<file path="src/pkg/rsq_pkg.sv">
// Constants and types shared by the system reset sequencer
package rsq_pkg;

  // ------------------------------------------------------------
  // Timing
  // ------------------------------------------------------------
  localparam int CLK_MHZ = 250;
  localparam int FILTER_NS = 100;
  localparam int FILTER_CYC = (FILTER_NS * CLK_MHZ + 999) / 1000;
  localparam int FILTER_W = 8;

  // ------------------------------------------------------------
  // Reset vector
  // ------------------------------------------------------------
  localparam logic [19:0] VEC_ADDR_LO = 20'h00000;
  localparam logic [19:0] VEC_ADDR_HI = 20'h00001;
  localparam logic [3:0] PC_UPPER_RST = 4'h0;

  // ------------------------------------------------------------
  // Register offsets
  // ------------------------------------------------------------
  localparam logic [7:0] OFS_PSW = 8'h00;
  localparam logic [7:0] OFS_PORT_DIR = 8'h01;
  localparam logic [7:0] OFS_PORT_FSEL = 8'h02;
  localparam logic [7:0] OFS_PULLUP = 8'h03;
  localparam logic [7:0] OFS_TIMER = 8'h04;
  localparam logic [7:0] OFS_CAPCMP = 8'h05;
  localparam logic [7:0] OFS_PWMCTL = 8'h06;
  localparam logic [7:0] OFS_PERCTL = 8'h07;
  localparam logic [7:0] OFS_COMPARE = 8'h08;
  localparam logic [7:0] OFS_STANDBY = 8'h09;
  localparam logic [7:0] OFS_STATUS = 8'h0A;
  localparam logic [7:0] OFS_PORT_OUT = 8'h0B;

  // ------------------------------------------------------------
  // Reset values
  // ------------------------------------------------------------
  localparam logic [7:0] RST_PSW = 8'h02;
  localparam logic [7:0] RST_PORT_DIR = 8'hFF;
  localparam logic [7:0] RST_PORT_FSEL = 8'h00;
  localparam logic [7:0] RST_PULLUP = 8'h00;
  localparam logic [15:0] RST_TIMER = 16'h0000;
  localparam logic [7:0] RST_CAPCMP = 8'h10;
  localparam logic [7:0] RST_PWMCTL = 8'h05;
  localparam logic [7:0] RST_PERCTL = 8'h00;
  localparam logic [7:0] RST_PORT_OUT = 8'h00;

  // ------------------------------------------------------------
  // Types
  // ------------------------------------------------------------
  typedef enum logic [2:0] {
    ST_RESET = 3'b000,
    ST_VEC_LO = 3'b001,
    ST_VEC_HI = 3'b010,
    ST_LOAD = 3'b011,
    ST_RUN = 3'b100
  } rsq_state_t;

  typedef enum logic [1:0] {
    SB_NONE = 2'b00,
    SB_HALT = 2'b01,
    SB_STOP = 2'b10,
    SB_IDLE = 2'b11
  } rsq_standby_t;

endpackage
</file>
<file path="src/logic/rsq_noise_filter.sv">
// Delay filter that ignores short glitches on the reset pin
`timescale 1ns/1ps
`default_nettype none
module rsq_noise_filter (
  input wire logic clk,
  input wire logic rstn,
  input wire logic pin_n,
  output logic filt_n
);
  import rsq_pkg::*;

  logic [FILTER_W-1:0] cnt_reg;
  logic [FILTER_W-1:0] cnt_next;
  logic filt_reg;
  logic filt_next;

  // ------------------------------------------------------------
  // Level must hold for the full delay before it is accepted
  // ------------------------------------------------------------
  always_comb begin
    cnt_next = '0;
    filt_next = filt_reg;
    if (pin_n != filt_reg) begin
      if (cnt_reg == FILTER_W'(FILTER_CYC - 1)) begin
        filt_next = pin_n; // RQ4
      end else begin
        cnt_next = cnt_reg + FILTER_W'(1);
      end
    end
  end

  always_ff @(posedge clk or negedge rstn) begin
    if (!rstn) begin
      cnt_reg <= '0;
      filt_reg <= 1'b0;
    end else begin
      cnt_reg <= cnt_next;
      filt_reg <= filt_next;
    end
  end

  assign filt_n = filt_reg;

  property p_filter_glitch;
    @(posedge clk) disable iff (!rstn)
      $fell(pin_n) && filt_reg ##1 pin_n |-> ##1 filt_reg;
  endproperty
  a_filter_glitch: assert property (p_filter_glitch) else $error("short low pulse passed"); // RQ4

endmodule
`default_nettype wire

</file>
<file path="src/logic/rsq_reset_seq.sv">
// System reset sequencer: reset filter, pin control, unit reset and vector fetch
`timescale 1ns/1ps
`default_nettype none
// Requirements behind the RQ tags
// RQ1: Low reset pin holds every unit in its defined reset state.
// RQ2: During reset every pin except supply and oscillator floats.
// RQ3: On release PC takes bytes 00000H and 00001H, top nibble zero, then runs.
// RQ4: Reset pin passes a delay filter so short low glitches are ignored.
// RQ5: At power-on the outside holds reset until the oscillator settles.
// RQ6: After release port pins stay floating inputs.
// RQ7: After release strobe, pulse outputs and transmit drive low; receive floats.
// RQ8: Reset sets status word 02H, directions FFH, select and pull-ups 00H.
// RQ9: Reset clears timer, capture control 10H, pulse control 05H, compares undefined.
// RQ10: Reset clears converter and serial controls; data registers stay undefined.
// RQ11: Retained state survives a reset that leaves a standby mode.
// RQ12: Reset restarts a stopped oscillator; outside holds it for settling.
// RQ13: Filtered reset is synchronised before the internal reset ends.
module rsq_reset_seq (
  input wire logic clk,
  input wire logic rstn,
  input wire logic reset_pin_n,
  input wire logic [7:0] bus_addr,
  input wire logic [15:0] bus_wdata,
  input wire logic bus_wr,
  input wire logic bus_rd,
  output logic [15:0] bus_rdata,
  output logic [19:0] vec_addr,
  output logic vec_rd,
  input wire logic [7:0] vec_data,
  output logic [19:0] pc,
  output logic pc_load,
  output logic cpu_run,
  output logic unit_reset_n,
  output logic ram_retain,
  output logic osc_enable,
  output logic [7:0] port_out,
  output logic [7:0] port_oe_n,
  output logic address_strobe_out,
  output logic address_strobe_oe_n,
  output logic pwm0_out,
  output logic pwm1_out,
  output logic pwm_oe_n,
  output logic tx_out,
  output logic tx_oe_n,
  output logic [7:0] program_status_word,
  output logic [7:0] pulse_width_control
);
  import rsq_pkg::*;

  // ------------------------------------------------------------
  // Reset input path
  // ------------------------------------------------------------
  logic filt_n;
  logic sync_n;

  rsq_noise_filter u_filter (
    .clk(clk),
    .rstn(rstn),
    .pin_n(reset_pin_n),
    .filt_n(filt_n)
  );

  rsq_sync2 u_sync (
    .clk(clk),
    .rstn(rstn),
    .d(filt_n),
    .q(sync_n)
  );

  // ------------------------------------------------------------
  // Sequencer state
  // ------------------------------------------------------------
  rsq_state_t state_reg;
  rsq_state_t state_next;
  logic [19:0] pc_reg;
  logic [19:0] pc_next;
  logic [7:0] vec_lo_reg;
  logic [7:0] vec_lo_next;
  logic retain_reg;
  logic retain_next;
  logic in_reset;
  logic [1:0] standby_reg;

  assign in_reset = (state_reg == ST_RESET);

  always_comb begin
    state_next = state_reg;
    pc_next = pc_reg;
    vec_lo_next = vec_lo_reg;
    retain_next = retain_reg;
    if (!sync_n) begin
      state_next = ST_RESET; // RQ13
      if (!in_reset) retain_next = (standby_reg != SB_NONE); // RQ11
    end else begin
      unique case (state_reg)
        ST_RESET: state_next = ST_VEC_LO;
        ST_VEC_LO: state_next = ST_VEC_HI;
        ST_VEC_HI: begin
          vec_lo_next = vec_data;
          state_next = ST_LOAD;
        end
        ST_LOAD: begin
          pc_next = {PC_UPPER_RST, vec_data, vec_lo_reg}; // RQ3
          state_next = ST_RUN;
        end
        ST_RUN: state_next = ST_RUN;
        default: state_next = ST_RESET;
      endcase
    end
  end

  always_ff @(posedge clk or negedge rstn) begin
    if (!rstn) begin
      state_reg <= ST_RESET;
      pc_reg <= '0;
      vec_lo_reg <= '0;
      retain_reg <= 1'b0;
    end else begin
      state_reg <= state_next;
      pc_reg <= pc_next;
      vec_lo_reg <= vec_lo_next;
      retain_reg <= retain_next;
    end
  end

  assign vec_rd = (state_reg == ST_VEC_LO) || (state_reg == ST_VEC_HI);
  assign vec_addr = (state_reg == ST_VEC_HI) ? VEC_ADDR_HI : VEC_ADDR_LO;
  assign pc = pc_reg;
  assign pc_load = (state_reg == ST_LOAD);
  assign cpu_run = (state_reg == ST_RUN);
  assign unit_reset_n = !in_reset; // RQ1
  assign ram_retain = retain_reg;

  // ------------------------------------------------------------
  // Unit registers
  // ------------------------------------------------------------
  logic [7:0] psw_reg, psw_next;
  logic [7:0] dir_reg, dir_next;
  logic [7:0] fsel_reg, fsel_next;
  logic [7:0] pull_reg, pull_next;
  logic [15:0] timer_reg, timer_next;
  logic [7:0] capcmp_reg, capcmp_next;
  logic [7:0] pwmctl_reg, pwmctl_next;
  logic [7:0] perctl_reg, perctl_next;
  logic [7:0] pout_reg, pout_next;
  logic [1:0] standby_next;
  logic [15:0] compare_reg;
  logic [15:0] rdata_reg, rdata_next;
  logic wr_ok;

  assign wr_ok = bus_wr && !in_reset;

  always_comb begin
    psw_next = psw_reg;
    dir_next = dir_reg;
    fsel_next = fsel_reg;
    pull_next = pull_reg;
    timer_next = cpu_run ? timer_reg + 16'h0001 : timer_reg;
    capcmp_next = capcmp_reg;
    pwmctl_next = pwmctl_reg;
    perctl_next = perctl_reg;
    pout_next = pout_reg;
    standby_next = standby_reg;
    if (in_reset) begin
      psw_next = RST_PSW; // RQ8
      dir_next = RST_PORT_DIR; // RQ8
      fsel_next = RST_PORT_FSEL; // RQ8
      pull_next = RST_PULLUP; // RQ8
      timer_next = RST_TIMER; // RQ9
      capcmp_next = RST_CAPCMP; // RQ9
      pwmctl_next = RST_PWMCTL; // RQ9
      perctl_next = RST_PERCTL; // RQ10
      pout_next = RST_PORT_OUT;
      standby_next = SB_NONE;
    end else if (wr_ok) begin
      unique case (bus_addr)
        OFS_PSW: psw_next = bus_wdata[7:0];
        OFS_PORT_DIR: dir_next = bus_wdata[7:0];
        OFS_PORT_FSEL: fsel_next = bus_wdata[7:0];
        OFS_PULLUP: pull_next = bus_wdata[7:0];
        OFS_TIMER: timer_next = bus_wdata;
        OFS_CAPCMP: capcmp_next = bus_wdata[7:0];
        OFS_PWMCTL: pwmctl_next = bus_wdata[7:0];
        OFS_PERCTL: perctl_next = bus_wdata[7:0];
        OFS_STANDBY: standby_next = bus_wdata[1:0];
        OFS_PORT_OUT: pout_next = bus_wdata[7:0];
        default: ;
      endcase
    end
  end

  always_ff @(posedge clk or negedge rstn) begin
    if (!rstn) begin
      psw_reg <= RST_PSW;
      dir_reg <= RST_PORT_DIR;
      fsel_reg <= RST_PORT_FSEL;
      pull_reg <= RST_PULLUP;
      timer_reg <= RST_TIMER;
      capcmp_reg <= RST_CAPCMP;
      pwmctl_reg <= RST_PWMCTL;
      perctl_reg <= RST_PERCTL;
      pout_reg <= RST_PORT_OUT;
      standby_reg <= SB_NONE;
    end else begin
      psw_reg <= psw_next;
      dir_reg <= dir_next;
      fsel_reg <= fsel_next;
      pull_reg <= pull_next;
      timer_reg <= timer_next;
      capcmp_reg <= capcmp_next;
      pwmctl_reg <= pwmctl_next;
      perctl_reg <= perctl_next;
      pout_reg <= pout_next;
      standby_reg <= standby_next;
    end
  end

  // Compare value has no reset value
  always_ff @(posedge clk) begin
    if (wr_ok && bus_addr == OFS_COMPARE) compare_reg <= bus_wdata; // RQ9
  end

  // ------------------------------------------------------------
  // Read port
  // ------------------------------------------------------------
  always_comb begin
    rdata_next = '0;
    if (bus_rd) begin
      unique case (bus_addr)
        OFS_PSW: rdata_next = {8'h00, psw_reg};
        OFS_PORT_DIR: rdata_next = {8'h00, dir_reg};
        OFS_PORT_FSEL: rdata_next = {8'h00, fsel_reg};
        OFS_PULLUP: rdata_next = {8'h00, pull_reg};
        OFS_TIMER: rdata_next = timer_reg;
        OFS_CAPCMP: rdata_next = {8'h00, capcmp_reg};
        OFS_PWMCTL: rdata_next = {8'h00, pwmctl_reg};
        OFS_PERCTL: rdata_next = {8'h00, perctl_reg};
        OFS_COMPARE: rdata_next = compare_reg;
        OFS_STANDBY: rdata_next = {14'h0000, standby_reg};
        OFS_STATUS: rdata_next = {11'h000, retain_reg, osc_enable, state_reg};
        OFS_PORT_OUT: rdata_next = {8'h00, pout_reg};
        default: rdata_next = '0;
      endcase
    end
  end

  always_ff @(posedge clk or negedge rstn) begin
    if (!rstn) begin
      rdata_reg <= '0;
    end else begin
      rdata_reg <= rdata_next;
    end
  end

  assign bus_rdata = rdata_reg;

  // ------------------------------------------------------------
  // Pins
  // ------------------------------------------------------------
  assign port_out = pout_reg;
  assign port_oe_n = in_reset ? 8'hFF : dir_reg; // RQ2 RQ6
  assign address_strobe_out = 1'b0; // RQ7
  assign address_strobe_oe_n = in_reset; // RQ2 RQ7
  assign pwm0_out = 1'b0;
  assign pwm1_out = 1'b0;
  assign pwm_oe_n = in_reset; // RQ7
  assign tx_out = 1'b0;
  assign tx_oe_n = in_reset; // RQ7
  assign osc_enable = in_reset || !(standby_reg == SB_STOP || standby_reg == SB_IDLE); // RQ12
  assign program_status_word = psw_reg;
  assign pulse_width_control = pwmctl_reg;

  // ------------------------------------------------------------
  // Checks
  // ------------------------------------------------------------
  property p_unit_reset;
    @(posedge clk) disable iff (!rstn)
      !sync_n |=> in_reset && !unit_reset_n;
  endproperty
  a_unit_reset: assert property (p_unit_reset) else $error("pin low but no unit reset"); // RQ1
  property p_pins_float;
    @(posedge clk) disable iff (!rstn)
      in_reset |-> port_oe_n == 8'hFF && address_strobe_oe_n && pwm_oe_n && tx_oe_n;
  endproperty
  a_pins_float: assert property (p_pins_float) else $error("pin driven during reset"); // RQ2
  property p_vector_seq;
    @(posedge clk) disable iff (!rstn)
      in_reset ##1 state_reg == ST_VEC_LO ##0 sync_n [*3] |->
        pc_load && $past(vec_rd, 2) && $past(vec_addr, 2) == VEC_ADDR_LO && $past(vec_rd)
        && $past(vec_addr) == VEC_ADDR_HI ##1 cpu_run;
  endproperty
  a_vector_seq: assert property (p_vector_seq) else $error("vector fetch out of order"); // RQ3
  property p_pc_value;
    @(posedge clk) disable iff (!rstn)
      pc_load && sync_n |=> pc == {PC_UPPER_RST, $past(vec_data), $past(vec_lo_reg)};
  endproperty
  a_pc_value: assert property (p_pc_value) else $error("pc not loaded from vector"); // RQ3
  property p_ports_input;
    @(posedge clk) disable iff (!rstn)
      $fell(in_reset) |-> port_oe_n == 8'hFF;
  endproperty
  a_ports_input: assert property (p_ports_input) else $error("port driven after release"); // RQ6
  property p_outputs_low;
    @(posedge clk) disable iff (!rstn)
      $fell(in_reset) |-> !address_strobe_oe_n && !address_strobe_out && !pwm_oe_n && !tx_out;
  endproperty
  a_outputs_low: assert property (p_outputs_low) else $error("outputs not low after release"); // RQ7
  property p_reset_values;
    @(posedge clk) disable iff (!rstn)
      in_reset ##1 in_reset |-> psw_reg == RST_PSW && dir_reg == RST_PORT_DIR
        && fsel_reg == RST_PORT_FSEL && pull_reg == RST_PULLUP;
  endproperty
  a_reset_values: assert property (p_reset_values) else $error("port reset value wrong"); // RQ8
  property p_timer_values;
    @(posedge clk) disable iff (!rstn)
      in_reset ##1 in_reset |-> timer_reg == RST_TIMER && capcmp_reg == RST_CAPCMP
        && pwmctl_reg == RST_PWMCTL && perctl_reg == RST_PERCTL;
  endproperty
  a_timer_values: assert property (p_timer_values) else $error("unit reset value wrong"); // RQ9 RQ10
  property p_retain;
    @(posedge clk) disable iff (!rstn)
      cpu_run && standby_reg != SB_NONE && !sync_n |=> ram_retain;
  endproperty
  a_retain: assert property (p_retain) else $error("standby exit lost retention"); // RQ11
  property p_osc_restart;
    @(posedge clk) disable iff (!rstn)
      standby_reg == SB_IDLE && !sync_n |=> osc_enable;
  endproperty
  a_osc_restart: assert property (p_osc_restart) else $error("oscillator not restarted"); // RQ12
  property p_sync_delay;
    @(posedge clk) disable iff (!rstn)
      $rose(filt_n) && in_reset |-> in_reset ##1 in_reset;
  endproperty
  a_sync_delay: assert property (p_sync_delay) else $error("reset left before sync"); // RQ13

endmodule
`default_nettype wire

</file>
<file path="src/logic/rsq_sync2.sv">
// Two-stage synchroniser for the filtered reset level
`timescale 1ns/1ps
`default_nettype none
module rsq_sync2 (
  input wire logic clk,
  input wire logic rstn,
  input wire logic d,
  output logic q
);
  logic meta_reg;
  logic sync_reg;

  // ------------------------------------------------------------
  // First stage feeds only the second
  // ------------------------------------------------------------
  always_ff @(posedge clk or negedge rstn) begin
    if (!rstn) begin
      meta_reg <= 1'b0;
      sync_reg <= 1'b0;
    end else begin
      meta_reg <= d; // RQ13
      sync_reg <= meta_reg;
    end
  end

  assign q = sync_reg;

endmodule
`default_nettype wire

</file>
<file path="config.mk">
export PLATFORM = sky130hd
export DESIGN_NAME = rsq_reset_seq
export DESIGN_NICKNAME = d
export VERILOG_FILES = /design/src/pkg/rsq_pkg.sv /design/src/logic/rsq_noise_filter.sv /design/src/logic/rsq_reset_seq.sv /design/src/logic/rsq_sync2.sv
export SDC_FILE = /design/constraint.sdc
export NUM_CORES = 1
export LEC_CHECK = 0
export ABC_CLOCK_PERIOD_IN_PS = 2450
export BUFFER_PORTS_ARGS = -buffer_cell sky130_fd_sc_hd__buf_2
export CORE_MARGIN = 2
export CORE_UTILIZATION = 55
export DETAILED_ROUTE_END_ITERATION = 8
export HOLD_SLACK_MARGIN = 0.15
export PLACE_DENSITY = 0.84
export SETUP_SLACK_MARGIN = 0.05
export SLEW_MARGIN = 30
export SYNTH_ARGS = -nofsm -noshare
export SYNTH_HDL_FRONTEND = slang
export SYNTH_SLANG_ARGS = --single-unit
export TNS_END_PERCENT = 5
</file>
<file path="constraint.sdc">
create_clock -name clk -period 2.45 [get_ports clk]
set_input_delay 0.245 -clock clk [delete_from_list [all_inputs] [get_ports clk]]
set_output_delay 0.245 -clock clk [all_outputs]
set_load 0.02 [all_outputs]
</file>
==> results_dict.tcl <==
set metrics [dict create \
    fmax_ghz 0.443 \
    rows 42 \
    grt_overflow 0 \
    whs_endpoint "dir_reg[5]" \
    grt_pass1_wl_um 29800 \
    clockRootBuffer "clkbuf_16" \
    reg2reg_depth 6 \
    finalSetupViolCount 0 \
    finalPower_mw 5.48 \
    layout.nets 842 \
    synthFlopType "dfrtp_1" \
    grt_usage_pct 27.3 \
    synth_common_cells "dfrtp_1 (125), nor2_1 (70), nand2_1 (61), mux2i_1 (43), a21oi_1 (41)" \
    crit-reg2reg-capture "u_filter.cnt_reg[4]" \
    multi_input_area_um2 3040 \
    setup_slack_ps 194 \
    worstMarginPinSlew_ps 755 \
    crit_type "flip-flop to primary output" \
    synth-seq-cells 153 \
    wl_um 18800 \
    final_util_pct 66.9 \
    yosysUniqueCellTypes 55 \
    cp-end-kind "primary output" \
    drv_slew 0 \
    min_delay_path_depth 3 \
    io_pins 138 \
    syn_area_per_cell_um2 10.8 \
    routedWlPerCell_um 19.0 \
    ant_nets 0 \
    critPathLaunchType "flip-flop" \
    p_per_area_nw_per_um2 626 \
    yosysMostFrequentCell "dfrtp_1" \
    r2r-start "u_filter.cnt_reg[0]" \
    num-fill-cells 966 \
    period_share_pct 92.1 \
    yosysTopAreaCell "dfrtp_1" \
    cp.required_ps 2200 \
    yosys_warnings 0 \
    htree_levels 4 \
    cts_buffers 17 \
    slew_headroom_pct 49.4 \
    ir_drop_v 0.000397 \
    cap_viol_max_count 0 \
    post-place-ws_ps 340 \
    status "finished clean" \
    drc 0 \
    vias 5700 \
    seq_area_frac_synth_pct 53.9 \
    gp_congestion 0.960 \
    clockBufferDepth 2 \
    viasPerCell 5.76 \
    cts.sinks 153 \
    rsz0062_at_grt "false" \
    fp.coreArea_um2 13100 \
    drtIter0Drc 540 \
    dieArea_um2 14200 \
    cts_tree "yes" \
    n_antenna_cell 0 \
    r2r_slack_ps 450 \
    hold_path_startpoint "bus_wdata[5]" \
    grt_max_degree 58 \
    first_pass_iters 6 \
    fin_setup_tns_ps 0 \
    synthCells 673 \
    cp.arrival_ps 2010 \
    start_util_pct 55.7 \
    port_buffers 110 \
    regArea_um2 3920 \
    syn_to_final_growth_pct 20.1 \
    synth.cell_area_um2 7290 \
    hold_viol_final 0 \
    synth_edf_count 16 \
    skew_ps 4.34 \
    grt_antenna_before_repair 0 \
    dpl.hpwl_um 12900 \
    crit_fanout 18 \
    insertion_delay_ps 430 \
    synthDominantCellAreaShare_pct 42.9 \
    period_minus_slack_ps 2260 \
    p_leak_nw 3.85 \
    die_w_um 119 \
    final_layout_size_suffix_gt1_share_pct 28.3 \
    path_clk_slew_ps 60 \
    dieHeight_um 119 \
    hold_class "primary input to flip-flop" \
    synthTopCellsByArea "dfrtp_1 (43%), edfxtp_1 (6.6%), mux2i_1 (5.9%)" \
    grt_pass1_vias 5700 \
    async_reset_ff_share_pct 89.5 \
]
## through the flow
step,std cells,cell area (um^2),hold slack [ps]
6_report,990,8750,176
5_1_grt,990,8750,186
4_1_cts,990,8750,151
3_5_place_dp,941,8000,205
3_3_place_gp,941,8000,203
2_1_floorplan,699,7380,-50.6
## cell families (layout without fill, tap and decap cells)
logic type / count (synthesis) / count (layout) / synth area share [%]
AOI/OAI and AO/OA: 110 / 110 / 8.93
buffers and inverters: 79 / 194 / 5.79
adders and majority gates: 3 / 3 / 0.515
xor gates and xnor gates: 22 / 22 / 2.64
DFF: 153 / 153 / 53.9
other: 1 / 27 / 0.0515
muxes: 81 / 81 / 13.2
and+or+nand+nor: 224 / 224 / 15.0
## worst max path at each step
stage / start / end / slack [ps] / cells past startpoint
6_report: state_reg[0] / port_oe_n[2] / 190 / 4
2_1_floorplan: bus_addr[3] / compare_reg[0] / 290 / 5
4_1_cts: state_reg[0] / tx_oe_n / 190 / 3
3_3_place_gp: bus_addr[5] / pull_reg[4] / 390 / 6
3_5_place_dp: bus_addr[5] / pull_reg[0] / 340 / 6
5_1_grt: state_reg[0] / port_oe_n[2] / 130 / 4
## critical path, cell delays in order, from the launching register on
cell and delay, ps:
dfrtp_1 480, or3_1 550, buf_4 270, nand2b_1 100, buf_2 170
## layer usage
metal | vias to the layer above | global-route usage, % | part of all wire [%]
met4 | 0 | 11.1 | 2.6
met3 | 50 | 5.89 | 8.3
met2 | 288 | 43.8 | 49
met5 | - | 0 | 0
met1 | 2803 | 36.5 | 40
li1 | 2559 | - | -
## cells in the final DEF (no fill, tap or decap), types with 6 or more instances in the layout
| cell type | n |
|---|---|
| dfrtp_1 | 125 |
| conb_1 | 27 |
| clkbuf_16 | 18 |
| a21oi_1 | 41 |
| o21ai_0 | 31 |
| mux2i_1 | 43 |
| mux2_2 | 29 |
| mux4_2 | 9 |
| edfxtp_1 | 16 |
| buf_4 | 27 |
| nand2_1 | 61 |
| buf_2 | 109 |
| nand2b_1 | 10 |
| dlygate4sd3_1 | 18 |
| dfstp_2 | 12 |
| xnor2_1 | 10 |
| inv_1 | 6 |
| nor2_1 | 70 |
| nand3_1 | 34 |
| xor2_1 | 12 |
| and3_1 | 6 |
| a22oi_1 | 21 |
## power by group
part	leakage (nW)	switching (mW)	total (mW)	internal, mW
registers	1.99	0.0143	2.60	2.58
logic	1.58	0.242	0.354	0.112
clock network	0.282	0.997	2.53	1.53
## what timing repair did
item                                   4_1_cts  5_1_grt
gates resized for setup                      1        0
setup endpoints to repair                    3        0
setup buffers                                0        0
hold buffers                                18        0
endpoints found under the hold margin       56        0
## area by class of cell
| class | instances | share of cell area, % |
|---|---|---|
| sequential | 153 | 44.8 |
| inverter | 7 | 0.343 |
| multi-input combinational | 467 | 34.7 |
| clock inverter | 6 | 0.715 |
| tap | 176 | 2.52 |
| timing repair buffer | 156 | 11.1 |
| clock buffer | 25 | 5.79 |
No activity file was read; power rests on OpenSTA's default activity.
